--- config.mk ---
export PLATFORM = sky130hd
export DESIGN_NAME = cfg_header_regs
export DESIGN_NICKNAME = d
export VERILOG_FILES = /design/src/verilog/cfg_header_pkg.sv /design/src/verilog/cfg_header_regs.sv
export SDC_FILE = /design/constraint.sdc
export NUM_CORES = 1
export LEC_CHECK = 0
export ABC_AREA = 0
export BUFFER_PORTS_ARGS = -buffer_cell sky130_fd_sc_hd__buf_2
export CAP_MARGIN = 10
export CORE_MARGIN = 8
export CORE_UTILIZATION = 50
export DETAILED_ROUTE_END_ITERATION = 8
export PLACE_DENSITY_LB_ADDON = 0.15
export SETUP_SLACK_MARGIN = 0.4
export SKIP_CTS_REPAIR_TIMING = 1
export SYNTH_ARGS = -nofsm -noshare
export SYNTH_HDL_FRONTEND = slang
export SYNTH_SLANG_ARGS = --single-unit
--- constraint.sdc ---
create_clock -name mclk -period 3.6 [get_ports mclk]
set_input_delay 0.18 -clock mclk [delete_from_list [all_inputs] [get_ports mclk]]
set_output_delay 0.18 -clock mclk [all_outputs]
set_load 0.005 [all_outputs]
--- src/verilog/cfg_header_pkg.sv ---
// constants for the configuration header register bank
package cfg_header_pkg;
  // word offsets (byte addresses) inside the header
  localparam logic [11:0] OFS_IDENT = 12'h000;
  localparam logic [11:0] OFS_CMDSTAT = 12'h004;
  localparam logic [11:0] OFS_CLASSREV = 12'h008;
  localparam logic [11:0] OFS_HDRLAT = 12'h00c;
  localparam logic [11:0] OFS_MBASEL = 12'h010;
  // command/status bit positions
  localparam int PARERR_BIT = 31;
  localparam int SSE_BIT = 30;
  localparam int RMA_BIT = 29;
  localparam int RTA_BIT = 28;
  localparam int MDPE_BIT = 24;
  localparam int FBB_BIT = 23;
  localparam int M66_BIT = 21;
  localparam int CAP_BIT = 20;
  localparam int SERREN_BIT = 8;
  localparam int PERREN_BIT = 6;
  localparam int MSTREN_BIT = 2;
  localparam int MEMEN_BIT = 1;
  // fixed codes and reset values
  localparam logic [7:0] BASE_CLASS = 8'h06;
  localparam logic [7:0] SUB_CLASS = 8'h80;
  localparam logic [7:0] PROG_IF = 8'h00;
  localparam logic [7:0] HEADER_TYPE = 8'h00;
  localparam logic [7:0] LINE_SIZE_KEEP = 8'h08;
  localparam logic [7:0] LINE_SIZE_RST = 8'h00;
  localparam logic [7:0] LAT_RST_PCI = 8'h00;
  localparam logic [7:0] LAT_RST_PCIX = 8'h40;
  localparam int LAT_GRAIN = 8;
  localparam logic [1:0] MEM_TYPE_64 = 2'h2;
  localparam int BASE_LSB = 12;
endpackage

--- src/verilog/cfg_header_regs.sv ---
// configuration header register bank, shared by config and window access
`timescale 1ns/1ns
module cfg_header_regs
  import cfg_header_pkg::*;
#(
  parameter logic [15:0] DEVICE_ID = 16'h0001, // arbitrary value
  parameter logic [15:0] VENDOR_ID = 16'hffe0, // arbitrary value
  parameter logic [7:0] REVISION = 8'h00 // arbitrary value
) (
  input wire logic mclk, // bus clock
  input wire logic rst, // synchronous reset, active high
  input wire logic pcixMode, // 1 when the bus runs in PCI-X mode
  input wire logic cfgSel, // config cycle access strobe
  input wire logic winSel, // register window access strobe
  input wire logic wrEn, // 1 write, 0 read
  input wire logic [11:0] addr, // byte offset of the word
  input wire logic [3:0] byteEn, // active high byte enables
  input wire logic [31:0] wrData, // write data
  input wire logic parityErrDet, // pulse: any parity error detected
  input wire logic dataParityErr, // pulse: data parity error detected
  input wire logic perrSeen, // pulse: PERR# observed asserted
  input wire logic wasMaster, // device was master of the transfer
  input wire logic sysErrDet, // pulse: system error detected
  input wire logic masterAbort, // pulse: own transaction master-aborted
  input wire logic specialCycle, // that transaction was a special cycle
  input wire logic targetAbort, // pulse: own transaction target-aborted
  input wire logic memHit, // memory access decoded to this device
  input wire logic ioHit, // io access decoded to this device
  output logic [31:0] rdData, // read data
  output logic rdValid, // pulse: read data valid
  output logic serrDrive, // drive SERR# active
  output logic perrDrive, // drive PERR# active
  output logic masterAllowed, // may start master transactions
  output logic memClaim, // claim the memory access
  output logic ioClaim, // claim io access, always 0
  output logic [7:0] latencyTimer, // latency timer value
  output logic [10:0] latencyClocks, // timer in clocks
  output logic [31:BASE_LSB] windowBase // window base address bits
);
  logic parErr_q, sse_q, rma_q, rta_q, mdpe_q;
  logic serrEn_q, perrEn_q, mstrEn_q, memEn_q;
  logic [7:0] lineSize_q, latTimer_q;
  logic [31:BASE_LSB] base_q;
  logic [31:0] rdData_q;
  logic rdValid_q, serr_q, perr_q, ioClaim_q, memClaim_q;
  logic [10:0] latClk_q;

  // byte-lane merge used by the latency timer and the upper two base lanes
  function automatic logic [7:0] laneMerge(input logic [7:0] old,
      input logic [7:0] nw, input logic en);
    laneMerge = en ? nw : old;
  endfunction

  // one storage, two access paths
  wire access = cfgSel | winSel;
  wire wrAcc = access & wrEn;
  wire hitCmd = (addr == OFS_CMDSTAT);
  wire hitHdr = (addr == OFS_HDRLAT);
  wire hitBase = (addr == OFS_MBASEL);
  wire wrCmd = wrAcc & hitCmd;
  wire wrHdr = wrAcc & hitHdr;
  wire wrBase = wrAcc & hitBase;
  // write-one-to-clear strobes, top byte lane only
  wire [31:24] w1c = (wrCmd & byteEn[3]) ? wrData[31:24] : 8'h00;

  // hardware set events; set wins over a simultaneous clear
  wire setParErr = parityErrDet;
  wire driveSerr = serrEn_q & sysErrDet;
  wire drivePerr = perrEn_q & dataParityErr;
  wire setRma = masterAbort & ~specialCycle;
  wire setMdpe = (drivePerr | perrSeen) & wasMaster & perrEn_q;

  // assembled read words
  wire [31:0] wordIdent = {DEVICE_ID, VENDOR_ID};
  wire [31:0] wordCmd = {parErr_q, sse_q, rma_q, rta_q, 1'b0, 2'b00, mdpe_q,
      ~pcixMode, 1'b0, 1'b1, 1'b1, 11'h000, serrEn_q, 1'b0, perrEn_q,
      3'h0, mstrEn_q, memEn_q, 1'b0};
  wire [31:0] wordClass = {BASE_CLASS, SUB_CLASS, PROG_IF, REVISION};
  wire [31:0] wordHdr = {8'h00, HEADER_TYPE, latTimer_q, lineSize_q};
  wire [31:0] wordBase = {base_q, 8'h00, 1'b0, MEM_TYPE_64, 1'b0};

  // address decode of read data; unmapped offsets read zero
  logic [31:0] rdMux;
  always_comb begin
    if (addr == OFS_IDENT) begin
      rdMux = wordIdent;
    end else if (hitCmd) begin
      rdMux = wordCmd;
    end else if (addr == OFS_CLASSREV) begin
      rdMux = wordClass;
    end else if (hitHdr) begin
      rdMux = wordHdr;
    end else if (hitBase) begin
      rdMux = wordBase;
    end else begin
      rdMux = 32'h0000_0000;
    end
  end

  // cache line size: only 0x08 sticks
  // any other value collapses to zero rather than keeping the old one
  wire [7:0] lineSizeNew = (wrData[7:0] == LINE_SIZE_KEEP) ? LINE_SIZE_KEEP :
      LINE_SIZE_RST;

  // sticky status flags
  always_ff @(posedge mclk) begin
    if (rst) begin
      parErr_q <= 1'b0;
      sse_q <= 1'b0;
      rma_q <= 1'b0;
      rta_q <= 1'b0;
      mdpe_q <= 1'b0;
    end else begin
      parErr_q <= setParErr | (parErr_q & ~w1c[PARERR_BIT]);
      sse_q <= driveSerr | (sse_q & ~w1c[SSE_BIT]);
      rma_q <= setRma | (rma_q & ~w1c[RMA_BIT]);
      rta_q <= targetAbort | (rta_q & ~w1c[RTA_BIT]);
      mdpe_q <= setMdpe | (mdpe_q & ~w1c[MDPE_BIT]);
    end
  end

  // command enables, low two byte lanes
  always_ff @(posedge mclk) begin
    if (rst) begin
      serrEn_q <= 1'b0;
      perrEn_q <= 1'b0;
      mstrEn_q <= 1'b0;
      memEn_q <= 1'b0;
    end else begin
      if (wrCmd & byteEn[1]) begin
        serrEn_q <= wrData[SERREN_BIT];
      end
      if (wrCmd & byteEn[0]) begin
        perrEn_q <= wrData[PERREN_BIT];
        mstrEn_q <= wrData[MSTREN_BIT];
        memEn_q <= wrData[MEMEN_BIT];
      end
    end
  end

  // latency timer and cache line size; latency reset follows bus mode
  always_ff @(posedge mclk) begin
    if (rst) begin
      lineSize_q <= LINE_SIZE_RST;
      latTimer_q <= LAT_RST_PCI;
      if (pcixMode) begin
        latTimer_q <= LAT_RST_PCIX;
      end
    end else begin
      if (wrHdr & byteEn[0]) begin
        lineSize_q <= lineSizeNew;
      end
      latTimer_q <= laneMerge(latTimer_q, wrData[15:8], wrHdr & byteEn[1]);
    end
  end

  // window base address, bits 31:12 by lane
  always_ff @(posedge mclk) begin
    if (rst) begin
      base_q <= '0;
    end else if (wrBase) begin
      base_q[31:24] <= laneMerge(base_q[31:24], wrData[31:24], byteEn[3]);
      base_q[23:16] <= laneMerge(base_q[23:16], wrData[23:16], byteEn[2]);
      if (byteEn[1]) begin
        base_q[15:12] <= wrData[15:12];
      end
    end
  end

  // read return, pin drives and claims, all registered
  always_ff @(posedge mclk) begin
    if (rst) begin
      rdData_q <= 32'h0000_0000;
      rdValid_q <= 1'b0;
      serr_q <= 1'b0;
      perr_q <= 1'b0;
      memClaim_q <= 1'b0;
      ioClaim_q <= 1'b0;
      latClk_q <= 11'h000;
    end else begin
      rdData_q <= (access & ~wrEn) ? rdMux : rdData_q;
      rdValid_q <= access & ~wrEn;
      serr_q <= driveSerr;
      perr_q <= drivePerr;
      memClaim_q <= memHit & memEn_q;
      // io enable is hard zero, so an io hit can never be claimed
      ioClaim_q <= ioHit & wordCmd[0];
      // granule of eight clocks per count, so multiply by shifting
      latClk_q <= {latTimer_q, 3'b000};
    end
  end

  assign rdData = rdData_q;
  assign rdValid = rdValid_q;
  assign serrDrive = serr_q;
  assign perrDrive = perr_q;
  assign masterAllowed = mstrEn_q;
  assign memClaim = memClaim_q;
  assign ioClaim = ioClaim_q;
  assign latencyTimer = latTimer_q;
  assign latencyClocks = latClk_q;
  assign windowBase = base_q;

  // checks
  chk_dpe_sets: assert property (@(posedge mclk) disable iff (rst)
    parityErrDet |=> parErr_q) else $error("parity flag not set");
  chk_sse_sets: assert property (@(posedge mclk) disable iff (rst)
    serr_q |-> sse_q) else $error("serr flag missing");
  chk_rma_special: assert property (@(posedge mclk) disable iff (rst)
    (masterAbort && !specialCycle) |=> rma_q)
    else $error("master abort flag missing");
  chk_rta_clear: assert property (@(posedge mclk) disable iff (rst)
    (rta_q && !targetAbort && w1c[RTA_BIT]) |=> !rta_q)
    else $error("target abort not cleared");
  chk_serr_gate: assert property (@(posedge mclk) disable iff (rst)
    serr_q |-> $past(serrEn_q)) else $error("serr without enable");
  chk_perr_gate: assert property (@(posedge mclk) disable iff (rst)
    perr_q |-> $past(perrEn_q)) else $error("perr without enable");
  chk_mem_gate: assert property (@(posedge mclk) disable iff (rst)
    memClaim_q |-> $past(memEn_q)) else $error("mem claim w/o enable");
  chk_io_never: assert property (@(posedge mclk) disable iff (rst)
    !ioClaim_q && !wordCmd[0]) else $error("io claimed");
  chk_cache_line_size_field_val: assert property (@(posedge mclk) disable iff (rst)
    lineSize_q == LINE_SIZE_RST || lineSize_q == LINE_SIZE_KEEP)
    else $error("bad cache line size");
  chk_base_low: assert property (@(posedge mclk) disable iff (rst)
    wordBase[11:0] == 12'h004) else $error("base low bits wrong");
  // the flag may only rise with parity response on and while mastering
  chk_mdpe_gate: assert property (@(posedge mclk) disable iff (rst)
    $rose(mdpe_q) |-> $past(perrEn_q && wasMaster))
    else $error("master parity flag ungated");
  chk_rta_sets: assert property (@(posedge mclk) disable iff (rst)
    targetAbort |=> rta_q) else $error("target abort flag missing");
  // clock count follows the timer one cycle later
  chk_lat_clocks: assert property (@(posedge mclk) disable iff (rst)
    !rst |=> latClk_q == {$past(latTimer_q), 3'h0})
    else $error("latency clocks wrong");
  // fixed status bits as returned on the read path
  chk_cmd_fixed: assert property (@(posedge mclk) disable iff (rst)
    (access && !wrEn && hitCmd) |=> rdData_q[27:25] == 3'h0 &&
    rdData_q[23:20] == {!$past(pcixMode), 3'h3})
    else $error("fixed status bits wrong");
  chk_ident_ro: assert property (@(posedge mclk) disable iff (rst)
    (access && !wrEn && addr == OFS_IDENT) |=>
    rdData_q == {DEVICE_ID, VENDOR_ID})
    else $error("identity word wrong");
  // a stored line size is the written value or zero, never anything else
  chk_cache_keep: assert property (@(posedge mclk) disable iff (rst)
    (wrHdr && byteEn[0]) |=> lineSize_q ==
    (($past(wrData[7:0]) == LINE_SIZE_KEEP) ? LINE_SIZE_KEEP : LINE_SIZE_RST))
    else $error("cache line size not kept");
  cov_serr: cover property (@(posedge mclk) serr_q ##1 sse_q);
  cov_clear: cover property (@(posedge mclk) parErr_q ##1 !parErr_q);
  cov_read: cover property (@(posedge mclk) rdValid_q && rdData_q != 0);
  cov_pcix_rst: cover property (@(posedge mclk)
    rst ##1 !rst && latTimer_q == LAT_RST_PCIX);
endmodule

==> summary.md, run 1 <==
| Metric | Value |
|---|---|
| Run status | completed |
| Synth cell types | 42 |
| Start point of the worst hold path | wrData[28] |
| Compound-gate portion of the synthesized area | 12.6% |
| Final setup skew | 0.00534 ns |
| Rel. slew slack | 32.9% |
| Vias in the first global route | 2786 |
| Hold Path End | rta_q |
| GP Congestion | 0.811 |
| Initial DRC Count | 97 |
| Post-synth ARST share | 0% |
| Root Driver | clkbuf_8 |
| WL/cell | 16.3 microns |
| CP startpoint kind | primary input |
| Post-DP Area | 0.00386 sq mm |
| Synth area leader | dfxtp_1 |
| First-pass GRT wire length | 13600 microns |
| Dpl cells | 513 |
| Sequential-to-total area share from yosys stat | 52.1% |
| Crit. End Element | flop |
| Post-synthesis mux area share | 8.01% |
| Vias | 2763 |
| Worst Tran Pin Value | 1.00 ns |
| Post-synth top cells | dfxtp_1 (71), nand2_1 (56), mux2i_1 (21), nor2_1 (21), nor2b_1 (21) |
| Worst skew pair latency | 0.34 ns |
| Crit path time final | 2.17 ns |
| Reg clk slew, reported paths | 0.08 ns |
| PortBufs | 133 |
| Final setup viols | 0 |
| Worst R2R Start | windowBase[25] |
| Hold Path Class | in2reg |
| Peak VDD IR | 0.281 mV |
| Mapped cell area | 0.00319 sq mm |
| Final WS setup | 1.43 ns |
| Reg2reg path depth | 2 |
| Finished Layout Cells | 529 |
| Syn. warnings | 0 |
| RSZ-0062 raised after global routing | false |
| GRT overflow | 0 |
| Most numerous cell in the Yosys netlist | dfxtp_1 |
| Fin. Hold Viols | 0 |
| Setup TNS | 0 ns |
| Dpl ws | 1.04 ns |
| Drt pass-1 iters | 4 |
| Max frequency | 460 MHz |
| Simple-Gate Fraction of Synth Area | 22.1% |
| Period utilisation layout | 60.4% |
| CP Class | in2reg |
| Worst-path cell chain | buf_2 > or4_4 > nor4b_2 > buf_4 > and3_1 > mux2_2 |
| Global Route Usage Sum | 19.1% |
| H-tree depth | 3 |
| Combinational family with the most area after synthesis | simple AND/OR/NAND/NOR gates |
| Hpwl dp | 6490 microns |
| Final wirelength | 8650 microns |
| CTS tree | yes |
| Layout cells sized above 1 | 38.3% |
| DRC | 0 |
| Die area | 0.00919 sq mm |
| Diodes inserted | 0 |
| Mapped Avg Cell Area | 9.90 sq um |
| CTS Buf Count | 9 |
| Reg2reg end | rdData[25] |
| Power per Cell Area | 431 mW/mm^2 |
| CP max-delay cell | nor4b_2 |
| Buf/Inv on CP | 2 |
| Required @ worst endpoint | 3.84 ns |
| Core area | 0.00624 sq mm |
| Area Overhead vs Synth | 27.8% |
| Top FF cell, synth | dfxtp_1 |
| Critical Path Fanout Max | 7 |
| Post-route ant nets | 0 |
| Post-Synth Adder-Cell Area | 0% |
| Leak pwr | 0.00186 uW |
| Reg2Reg Setup Slack | 2.62 ns |
| Final core utilization | 65.3% |
| Max-capacitance violation count | 0 |
| Clk sinks | 79 |
| Top-area cell type share of the netlist area | 44.6% |
| Crit path largest cell delay | 0.64 ns |
| Die X | 95.9 microns |
| Largest net degree at the start of global routing | 44 |
| Hold path depth | 2 |
| CP arrival | 2.41 ns |
| Row cnt | 29 |
| Post-Syn Instances | 322 |
| Top-Level Pins | 141 |
| Longest Clk Path Bufs | 2 |
| Synth top area cells | dfxtp_1 (45%), edfxtp_1 (7.5%), mux2i_1 (6.6%) |
| Slew Viols, Final | 0 |
| Final nets | 511 |
| Mean number of vias per cell | 5.22 |
| WP depth | 6 |
| Starting Density | 51.1% |
| Final Cell Area | 0.00408 sq mm |
| Post-synth EDFFs | 8 |
| Die Y | 95.9 microns |
| FF+latch count, synth | 79 |
| Synth Area in XOR/XNOR | 0% |
| Top delay family on crit path | simple AND/OR/NAND/NOR gates |
| Initial antenna violation count | 0 |
[through the flow]
step	power, uW	hold slack [ns]
6_report	1750	0.0444
5_1_grt	1820	0.0349
4_1_cts	1770	0.0327
3_5_place_dp	1090	0.404
3_3_place_gp	1090	0.398
2_1_floorplan	1020	0.289
[cell type report]
| cell class | instances | area [sq um] |
|---|---|---|
| well taps | 77 | 96.3 |
| fillers | 548 | 2170 |
| clock inverters | 3 | 40.0 |
| multi-input cells | 216 | 1400 |
| flip-flops and latches | 79 | 1660 |
| clock buffers | 13 | 170 |
| inverters | 4 | 15.0 |
| repair buffers | 137 | 696 |
[worst max-delay path by stage]
stage,slack [ns],end,start
floorplan,1.70,latencyTimer[0],addr[6]
global placement,1.08,windowBase[13],addr[6]
detailed placement,1.04,windowBase[13],addr[6]
CTS,1.42,windowBase[13],addr[6]
global route,1.32,windowBase[13],addr[6]
finish,1.43,windowBase[13],addr[6]
[placed cells by master (no fill, tap or decap), types with 3 or more instances in the layout]
cell        n
buf_2     133
dfxtp_1    71
nand2_1    56
mux2i_1    21
nor2_1     21
nor2b_1    21
and3_1     10
clkbuf_8   10
nand3_1     9
a211oi_2    9
edfxtp_1    8
a221o_1     7
a21oi_1     6
conb_1      6
a22o_1      5
a22oi_1     5
inv_1       4
mux2_2      4
buf_4       4
and2_1      3
nand4_1     3
nor3_1      3
[cells by family (layout without fill, tap and decap cells)]
kind of cell           after synthesis  after routing
flip-flops                          79             79
buffers and inverters               32            157
AO/OA/AOI/OAI                       46             46
other                                1              6
AND/OR/NAND/NOR                    139            139
multiplexers                        25             25
[flip-flops by register name (all words and copies together) (netlist names), 8 cells and up]
signal         count
windowBase        20
latencyClocks      8
latencyTimer       8
rdData            29
[per-layer routing]
layer	part of all wire, %	global-route usage, %	vias up
met5	0	0	-
met4	1.9	8.58	0
met3	8.6	5.85	13
met2	48	32.5	103
met1	41	21.6	1286
li1	-	-	1361
[power breakdown]
| part | total (uW) | internal (uW) | switching (uW) |
|---|---|---|---|
| clock | 683 | 380 | 303 |
| sequential | 925 | 914 | 11.6 |
| combinational | 147 | 64.7 | 82.2 |
| total | 1750 | 1360 | 396 |
(Power assumes the default switching activity.)
==> inputs of run 2 (changes only) <==
- CORE_UTILIZATION: 50 -> 42
- clock period: 3.6 -> 1.9 ns (I/O delays scaled with it)
==> run 2 against run 1 <==
  * The flow now finishes with violations (negative hold slack)
  * Combinational power is 130% higher
  * Critical path type unchanged
  * Die area is 16% higher
  * Global-route usage is 1.6 points lower
  * Worst setup slack worse by 1.1 ns
  * Sequential share of layout area is 4.0 points lower
  * Sequential power is 89% higher
  * Via count is 4.3% higher
  * Highest routed layer unchanged
==> summary.md, run 2 (synthesis results as in run 1) <==
| Metric | Value |
|---|---|
| Final setup skew | 0.00473 ns (was 0.00534 ns) |
| Power per Cell Area | 710 mW/mm^2 (was 431 mW/mm^2) |
| Die area | 0.0106 sq mm (was 0.00919 sq mm) |
| Initial DRC Count | 87 (was 97) |
| Clk network pwr share | 35.0% (was 38.9%) |
| Worst R2R Start | windowBase[26] (was windowBase[25]) |
| Root Driver | clkbuf_8 (unchanged) |
| Reg2Reg Setup Slack | 0.97 ns (was 2.62 ns) |
| PortBufs | 133 (unchanged) |
| CTS Buf Count | 9 (unchanged) |
| Setup TNS | 0 ns (unchanged) |
| Hold WS | -0.00136 ns (was 0.0444 ns) |
| Drt pass-1 iters | 6 (was 4) |
| Hold Path End | windowBase[20] (was rta_q) |
| Core area | 0.00729 sq mm (was 0.00624 sq mm) |
| Worst Tran Pin Value | 1.12 ns (was 1.00 ns) |
| Starting Density | 43.7% (was 51.1%) |
| CTS tree | yes (unchanged) |
| Layout cells sized above 1 | 43.6% (was 38.3%) |
| Hpwl dp | 7110 microns (was 6490 microns) |
| Combinational power share | 10.4% (was 8.4%) |
| Longest Clk Path Bufs | 2 (unchanged) |
| Finished Layout Cells | 587 (was 529) |
| Reg2reg end | rdData[26] (was rdData[25]) |
| Peak VDD IR | 0.501 mV (was 0.281 mV) |
| Worst-path cell chain | buf_6 > or4_4 > or4b_4 > o21a_1 > buf_4 > a211oi_2 (was buf_2 > or4_4 > nor4b_2 > buf_4 > and3_1 > mux2_2) |
| Period utilisation layout | 82.9% |
| Slew Viols, Final | 0 (unchanged) |
| Critical Path Fanout Max | 4 (was 7) |
| Fin. Hold Viols | 1 (was 0) |
| Largest net degree at the start of global routing | 25 (was 44) |
| CP Class | in2reg (unchanged) |
| Die Y | 103 microns (was 95.9 microns) |
| Leak pwr | 0.00204 uW (was 0.00186 uW) |
| Commonest non-fill, non-tap cell in the layout | buf_2 (unchanged) |
| CP max-delay cell | or4_4 (was nor4b_2) |
| Most frequent cells in the layout | buf_2 (131), dfxtp_1 (71), nand2_1 (55) (was buf_2 (133), dfxtp_1 (71), nand2_1 (56)) |
| RSZ-0062 raised after global routing | true (was false) |
| Max-capacitance violation count | 0 (unchanged) |
| Rel. slew slack | 25.3% (was 32.9%) |
| DRC | 0 (unchanged) |
| Area Overhead vs Synth | 41.9% (was 27.8%) |
| P_sw | 811 uW (was 396 uW) |
| Max frequency | 635 MHz |
| Fill cell count | 690 (was 548) |
| Post-route ant nets | 0 (unchanged) |
| Mean number of vias per cell | 4.91 (was 5.22) |
| Reg2reg path depth | 2 (unchanged) |
| Cell-internal power | 2400 uW (was 1360 uW) |
| Crit. End Element | flop (unchanged) |
| Failing checks | negative hold slack |
| CP startpoint kind | primary input (unchanged) |
| Crit path largest cell delay | 0.56 ns (was 0.64 ns) |
| Switching Share | 25.2% (was 22.6%) |
| FF+latch area | 0.00166 sq mm (unchanged) |
| Max FFs per register | 29 (unchanged) |
| Worst skew pair latency | 0.34 ns (about the same) |
| Initial antenna violation count | 0 (unchanged) |
| CP arrival | 1.85 ns (was 2.41 ns) |
| Final setup viols | 0 (unchanged) |
| GRT overflow | 0 (unchanged) |
| Diodes inserted | 0 (unchanged) |
| Required @ worst endpoint | 2.17 ns (was 3.84 ns) |
| Vias | 2881 (was 2763) |
| H-tree depth | 3 (unchanged) |
| Crit path time final | 1.58 ns |
| Final wirelength | 9370 microns (was 8650 microns) |
| Reg clk slew, reported paths | 0.08 ns (about the same) |
| GP Congestion | 0.839 (was 0.811) |
| First-pass GRT wire length | 14300 microns (was 13600 microns) |
| Dpl cells | 555 (was 513) |
| WL/cell | 16.0 microns (was 16.3 microns) |
| Area taken by multi-input logic gates | 0.00150 sq mm (was 0.00140 sq mm) |
| Hold Path Class | in2reg (unchanged) |
| Flop pwr share | 54.6% (was 52.7%) |
| Die X | 103 microns (was 95.9 microns) |
| Clk sinks | 79 (unchanged) |
| Top-Level Pins | 141 (unchanged) |
| Row cnt | 31 (was 29) |
| Run status | finished with violations (was completed) |
| Final core utilization | 62.0% (was 65.3%) |
| Hold path depth | 3 (was 2) |
| Vias in the first global route | 2889 (was 2786) |
| Global Route Usage Sum | 17.5% (was 19.1%) |
| Final nets | 547 (was 511) |
| Start point of the worst hold path | wrData[20] (was wrData[28]) |
## run 2: changes by cell type in the layout (fill, tap and decap cells not counted), moves of 5 or more
cell	before	now
dlygate4sd3_1	0	11
buf_6	0	7
buf_4	4	22
and3_4	0	5
and3_1	10	4
## run 2: worst max path at each step
stage            start              to  slack, ns  cells past startpoint
2_1_floorplan  addr[6]      rdData[10]       0.13                      5
3_3_place_gp   addr[6]  windowBase[13]      -0.05                      5
3_5_place_dp   addr[6]  windowBase[30]      -0.07                      7
4_1_cts        addr[6]  windowBase[30]       0.29                      7
5_1_grt        addr[8]      rdData[16]       0.30                      6
6_report       addr[8]      rdData[16]       0.32                      6
## run 2: area by class of cell
class | instances | share of cell area [%]
Timing Repair Buffer | 173 | 23.2
Inverter | 4 | 0.332
Clock inverter | 5 | 0.719
Clock buffer | 11 | 3.13
Sequential cell | 79 | 36.7
Multi-Input combinational cell | 216 | 33.1
Tap cell | 99 | 2.74
## run 2: critical path: cells and delay by family
family / cells / cell delay, ns
simple gates: 2 / 1.10
compound gates: 2 / 0.39
buf+inv: 2 / 0.26
## run 2: layer usage
layer / track usage [%] / share of wire [%] / vias up / wire length [microns]
li1: - / - / 1433 / -
met5: 0 / 0 / - / 0
met4: 5.90 / 1.0 / 0 / 97
met1: 20.5 / 43 / 1338 / 4050
met3: 6.82 / 8.4 / 11 / 786
met2: 28.6 / 47 / 99 / 4430
## run 2: power by group through the flow
stage	clock network, uW	logic (uW)	registers (uW)
floorplan	0	138	1800
CTS	1160	302	1750
global route	1230	365	1760
global placement	0	296	1790
detailed placement	0	301	1790
finish	1130	334	1750
## run 2: stage by stage
stage	power (uW)	area (sq um)	setup WS, ns
global placement	2090	4070	-0.0531
floorplan	1930	3230	0.130
detailed placement	2090	4070	-0.0749
global route	3360	4520	0.299
CTS	3220	4240	0.294
finish	3210	4520	0.324
==> inputs of run 3 (changes only) <==
- ABC_AREA: 0 -> 1
- CORE_UTILIZATION: 42 -> 43
- clock period: 1.9 -> 1.4 ns (I/O delays scaled with it)
==> run 3 against run 2 <==
  * Non-clock buffer count rose by 18
  * Worst setup slack improved by 0.076 ns
  * Critical path type unchanged
  * Register-to-register slack got worse by 0.43 ns
  * Combinational power rose by 62%
  * Cell count rose by 30%
  * Sequential share of layout area fell by 3.9 points
  * Total power rose by 48%
  * Sequential cell count did not move
  * The flow still finishes with violations (negative hold slack)
  * Clock skew barely moved
  * Wire length rose by 19%
==> summary.md, run 3 <==
| Metric | Value |
|---|---|
| Vias in the first global route | 3454 (was 2889) |
| Die Y | 105 microns (was 103 microns) |
| DRC | 0 (unchanged) |
| Mean number of vias per cell | 4.72 (was 4.91) |
| CTS tree | yes (unchanged) |
| Synth cell types | 31 (was 42) |
| Sequential-to-total area share from yosys stat | 48.3% (was 52.1%) |
| Reg2Reg Setup Slack | 0.54 ns (was 0.97 ns) |
| Top FF cell, synth | dfxtp_1 (unchanged) |
| Post-route ant nets | 0 (unchanged) |
| Largest net degree at the start of global routing | 23 (was 25) |
| Setup TNS | 0 ns (unchanged) |
| CTS Buf Count | 9 (unchanged) |
| CP Class | in2reg (unchanged) |
| Hold Path Class | in2reg (unchanged) |
| Row cnt | 32 (was 31) |
| Layout cells sized above 1 | 34.5% (was 43.6%) |
| Reg clk slew, reported paths | 0.08 ns (about the same) |
| Root Driver | clkbuf_8 (unchanged) |
| Synth top area cells | dfxtp_1 (41%), nand2_1 (12%), nor2_1 (9.4%) (was dfxtp_1 (45%), edfxtp_1 (7.5%), mux2i_1 (6.6%)) |
| Required @ worst endpoint | 1.64 ns (was 2.17 ns) |
| Period utilisation layout | 71.4% |
| Reg2reg path depth | 4 (was 2) |
| Starting Density | 44.5% (was 43.7%) |
| CP startpoint kind | primary input (unchanged) |
| FF+latch count, synth | 79 (unchanged) |
| Max frequency | 1000 MHz |
| Crit. End Element | flop (unchanged) |
| Post-Syn Instances | 470 (was 322) |
| Vias | 3604 (was 2881) |
| Diodes inserted | 0 (unchanged) |
| Hpwl dp | 7940 microns (was 7110 microns) |
| Worst R2R Start | windowBase[24] (was windowBase[26]) |
| Max-capacitance violation count | 0 (unchanged) |
| Commonest non-fill, non-tap cell in the layout | buf_2 (unchanged) |
| Die X | 105 microns (was 103 microns) |
| Final setup skew | 0.00447 ns (was 0.00473 ns) |
| Worst skew pair latency | 0.34 ns (about the same) |
| Syn. warnings | 0 (unchanged) |
| Most frequent cells in the layout | buf_2 (130), nand2_1 (97), nor2_1 (75) (was buf_2 (131), dfxtp_1 (71), nand2_1 (55)) |
| WL/cell | 14.6 microns (was 16.0 microns) |
| Mapped cell area | 0.00344 sq mm (was 0.00319 sq mm) |
| Dpl ws | 0.0406 ns (was -0.0749 ns) |
| Hold path depth | 3 (unchanged) |
| Initial antenna violation count | 0 (unchanged) |
| PortBufs | 133 (unchanged) |
| Final setup viols | 0 (unchanged) |
| Leak pwr | 0.00262 uW (was 0.00204 uW) |
| Final wirelength | 11100 microns (was 9370 microns) |
| Post-DP Area | 0.00434 sq mm (was 0.00407 sq mm) |
| First-pass GRT wire length | 16500 microns (was 14300 microns) |
| Synth area leader | dfxtp_1 (unchanged) |
| Power per Cell Area | 939 mW/mm^2 (was 710 mW/mm^2) |
| Critical Path Fanout Max | 8 (was 4) |
| Drt pass-1 iters | 4 (was 6) |
| Total power | 4760 uW (was 3210 uW) |
| Longest Clk Path Bufs | 2 (unchanged) |
| Clk sinks | 79 (unchanged) |
| Final nets | 720 (was 547) |
| H-tree depth | 3 (unchanged) |
| Top-Level Pins | 141 (unchanged) |
| Post-synth ARST share | 0% (unchanged) |
| Fin. Hold Viols | 1 (unchanged) |
| Core area | 0.00773 sq mm (was 0.00729 sq mm) |
| Crit path time final | 1.00 ns |
| Peak VDD IR | 0.502 mV (was 0.501 mV) |
| Top-area cell type share of the netlist area | 41.3% (was 44.6%) |
| Die area | 0.0111 sq mm (was 0.0106 sq mm) |
| Dpl cells | 706 (was 555) |
| Finished Layout Cells | 763 (was 587) |
| GP Congestion | 0.841 (was 0.839) |
| Post-synth top cells | nand2_1 (106), nor2_1 (86), dfxtp_1 (71) (was dfxtp_1 (71), nand2_1 (56), mux2i_1 (21), nor2_1 (21), nor2b_1 (21)) |
| Hold WS | -0.00682 ns (was -0.00136 ns) |
| Mapped Avg Cell Area | 7.32 sq um (was 9.90 sq um) |
| Final WS setup | 0.400 ns (was 0.324 ns) |
| Reg2reg end | rdData[24] (was rdData[26]) |
| Hold Path End | mdpe_q (was windowBase[20]) |
| Run status | finished with violations (unchanged) |
| CP arrival | 1.24 ns (was 1.85 ns) |
| Global Route Usage Sum | 18.1% (was 17.5%) |
| GRT overflow | 0 (unchanged) |
| Failing checks | negative hold slack (unchanged) |
| Most numerous cell in the Yosys netlist | nand2_1 (was dfxtp_1) |
| RSZ-0062 raised after global routing | true (unchanged) |
| Final Cell Area | 0.00506 sq mm (was 0.00452 sq mm) |
| Area Overhead vs Synth | 47.2% (was 41.9%) |
| Max FFs per register | 29 (unchanged) |
| Initial DRC Count | 202 (was 87) |
| Post-synth EDFFs | 8 (unchanged) |
| Slew Viols, Final | 0 (unchanged) |
| Start point of the worst hold path | wasMaster (was wrData[20]) |
run 3: cell types whose count changed after synthesis, moves of 6 or more:
cell      change
and3_1       -10
a21oi_1      +16
nor2b_1      -21
o21ai_0      +11
mux2i_1      -21
nor3_1        +6
nand2_2       +7
nor2_1       +65
a221o_1       -7
nand3_1      +20
inv_1        +56
nand2_1      +50
a211oi_2      -9
run 3: report_power, final:
part | switching (uW) | internal (uW)
sequential | 29.5 | 2350
combinational | 285 | 256
clock | 839 | 999
total | 1150 | 3600
run 3: worst max-delay path: stages:
cell and delay, ns:
buf_12 0.11, inv_16 0.05, nand2_8 0.05, nor3_4 0.25, nand2_4 0.12, nor2_8 0.16
buf_12 0.14, nand2_4 0.10, nor2_1 0.13, nor2_1 0.04
run 3: worst max path at each step:
stage,start,end,slack [ns],depth (start not counted)
floorplan,addr[7],windowBase[25],0.33,9
global route,addr[0],windowBase[23],0.34,11
global placement,addr[7],rdData[30],0.07,10
CTS,latencyTimer[2],latencyTimer[2],0.39,1
detailed placement,addr[7],rdData[29],0.04,10
finish,addr[0],windowBase[25],0.40,10
run 3: final cells by class:
type | instances | area, sq um
Fill cell | 692 | 2660
Sequential cell | 79 | 1660
Multi-Input combinational cell | 310 | 1570
Timing Repair Buffer | 191 | 1220
Inverter | 65 | 273
Clock buffer | 10 | 128
Tap cell | 102 | 128
Clock inverter | 6 | 85.1
run 3: cells by family (layout without fill, tap and decap cells):
group	Yosys count	after routing	synth area share [%]
compound gates	48	48	7.82
buf+inv	88	272	11.1
flops	79	79	48.3
other cells	1	6	0.109
simple gates	254	256	32.7
run 3: through the flow:
| step | utilization, % | hold slack [ns] |
|---|---|---|
| global placement | 56.2 | 0.279 |
| finish | 65.5 | -0.00682 |
| floorplan | - | 0.186 |
| detailed placement | 56.2 | 0.288 |
| global route | 65.5 | 0.00664 |
| CTS | 58.9 | -0.0768 |
run 3: metal layers:
metal	GRT usage [%]	wire (microns)	part of all wire [%]	up-vias
met2	29.3	5230	47	142
met4	7.75	267	2.4	0
met5	0	0	0	-
met3	6.03	1000	9.0	22
li1	-	-	-	1807
met1	21.5	4620	42	1633
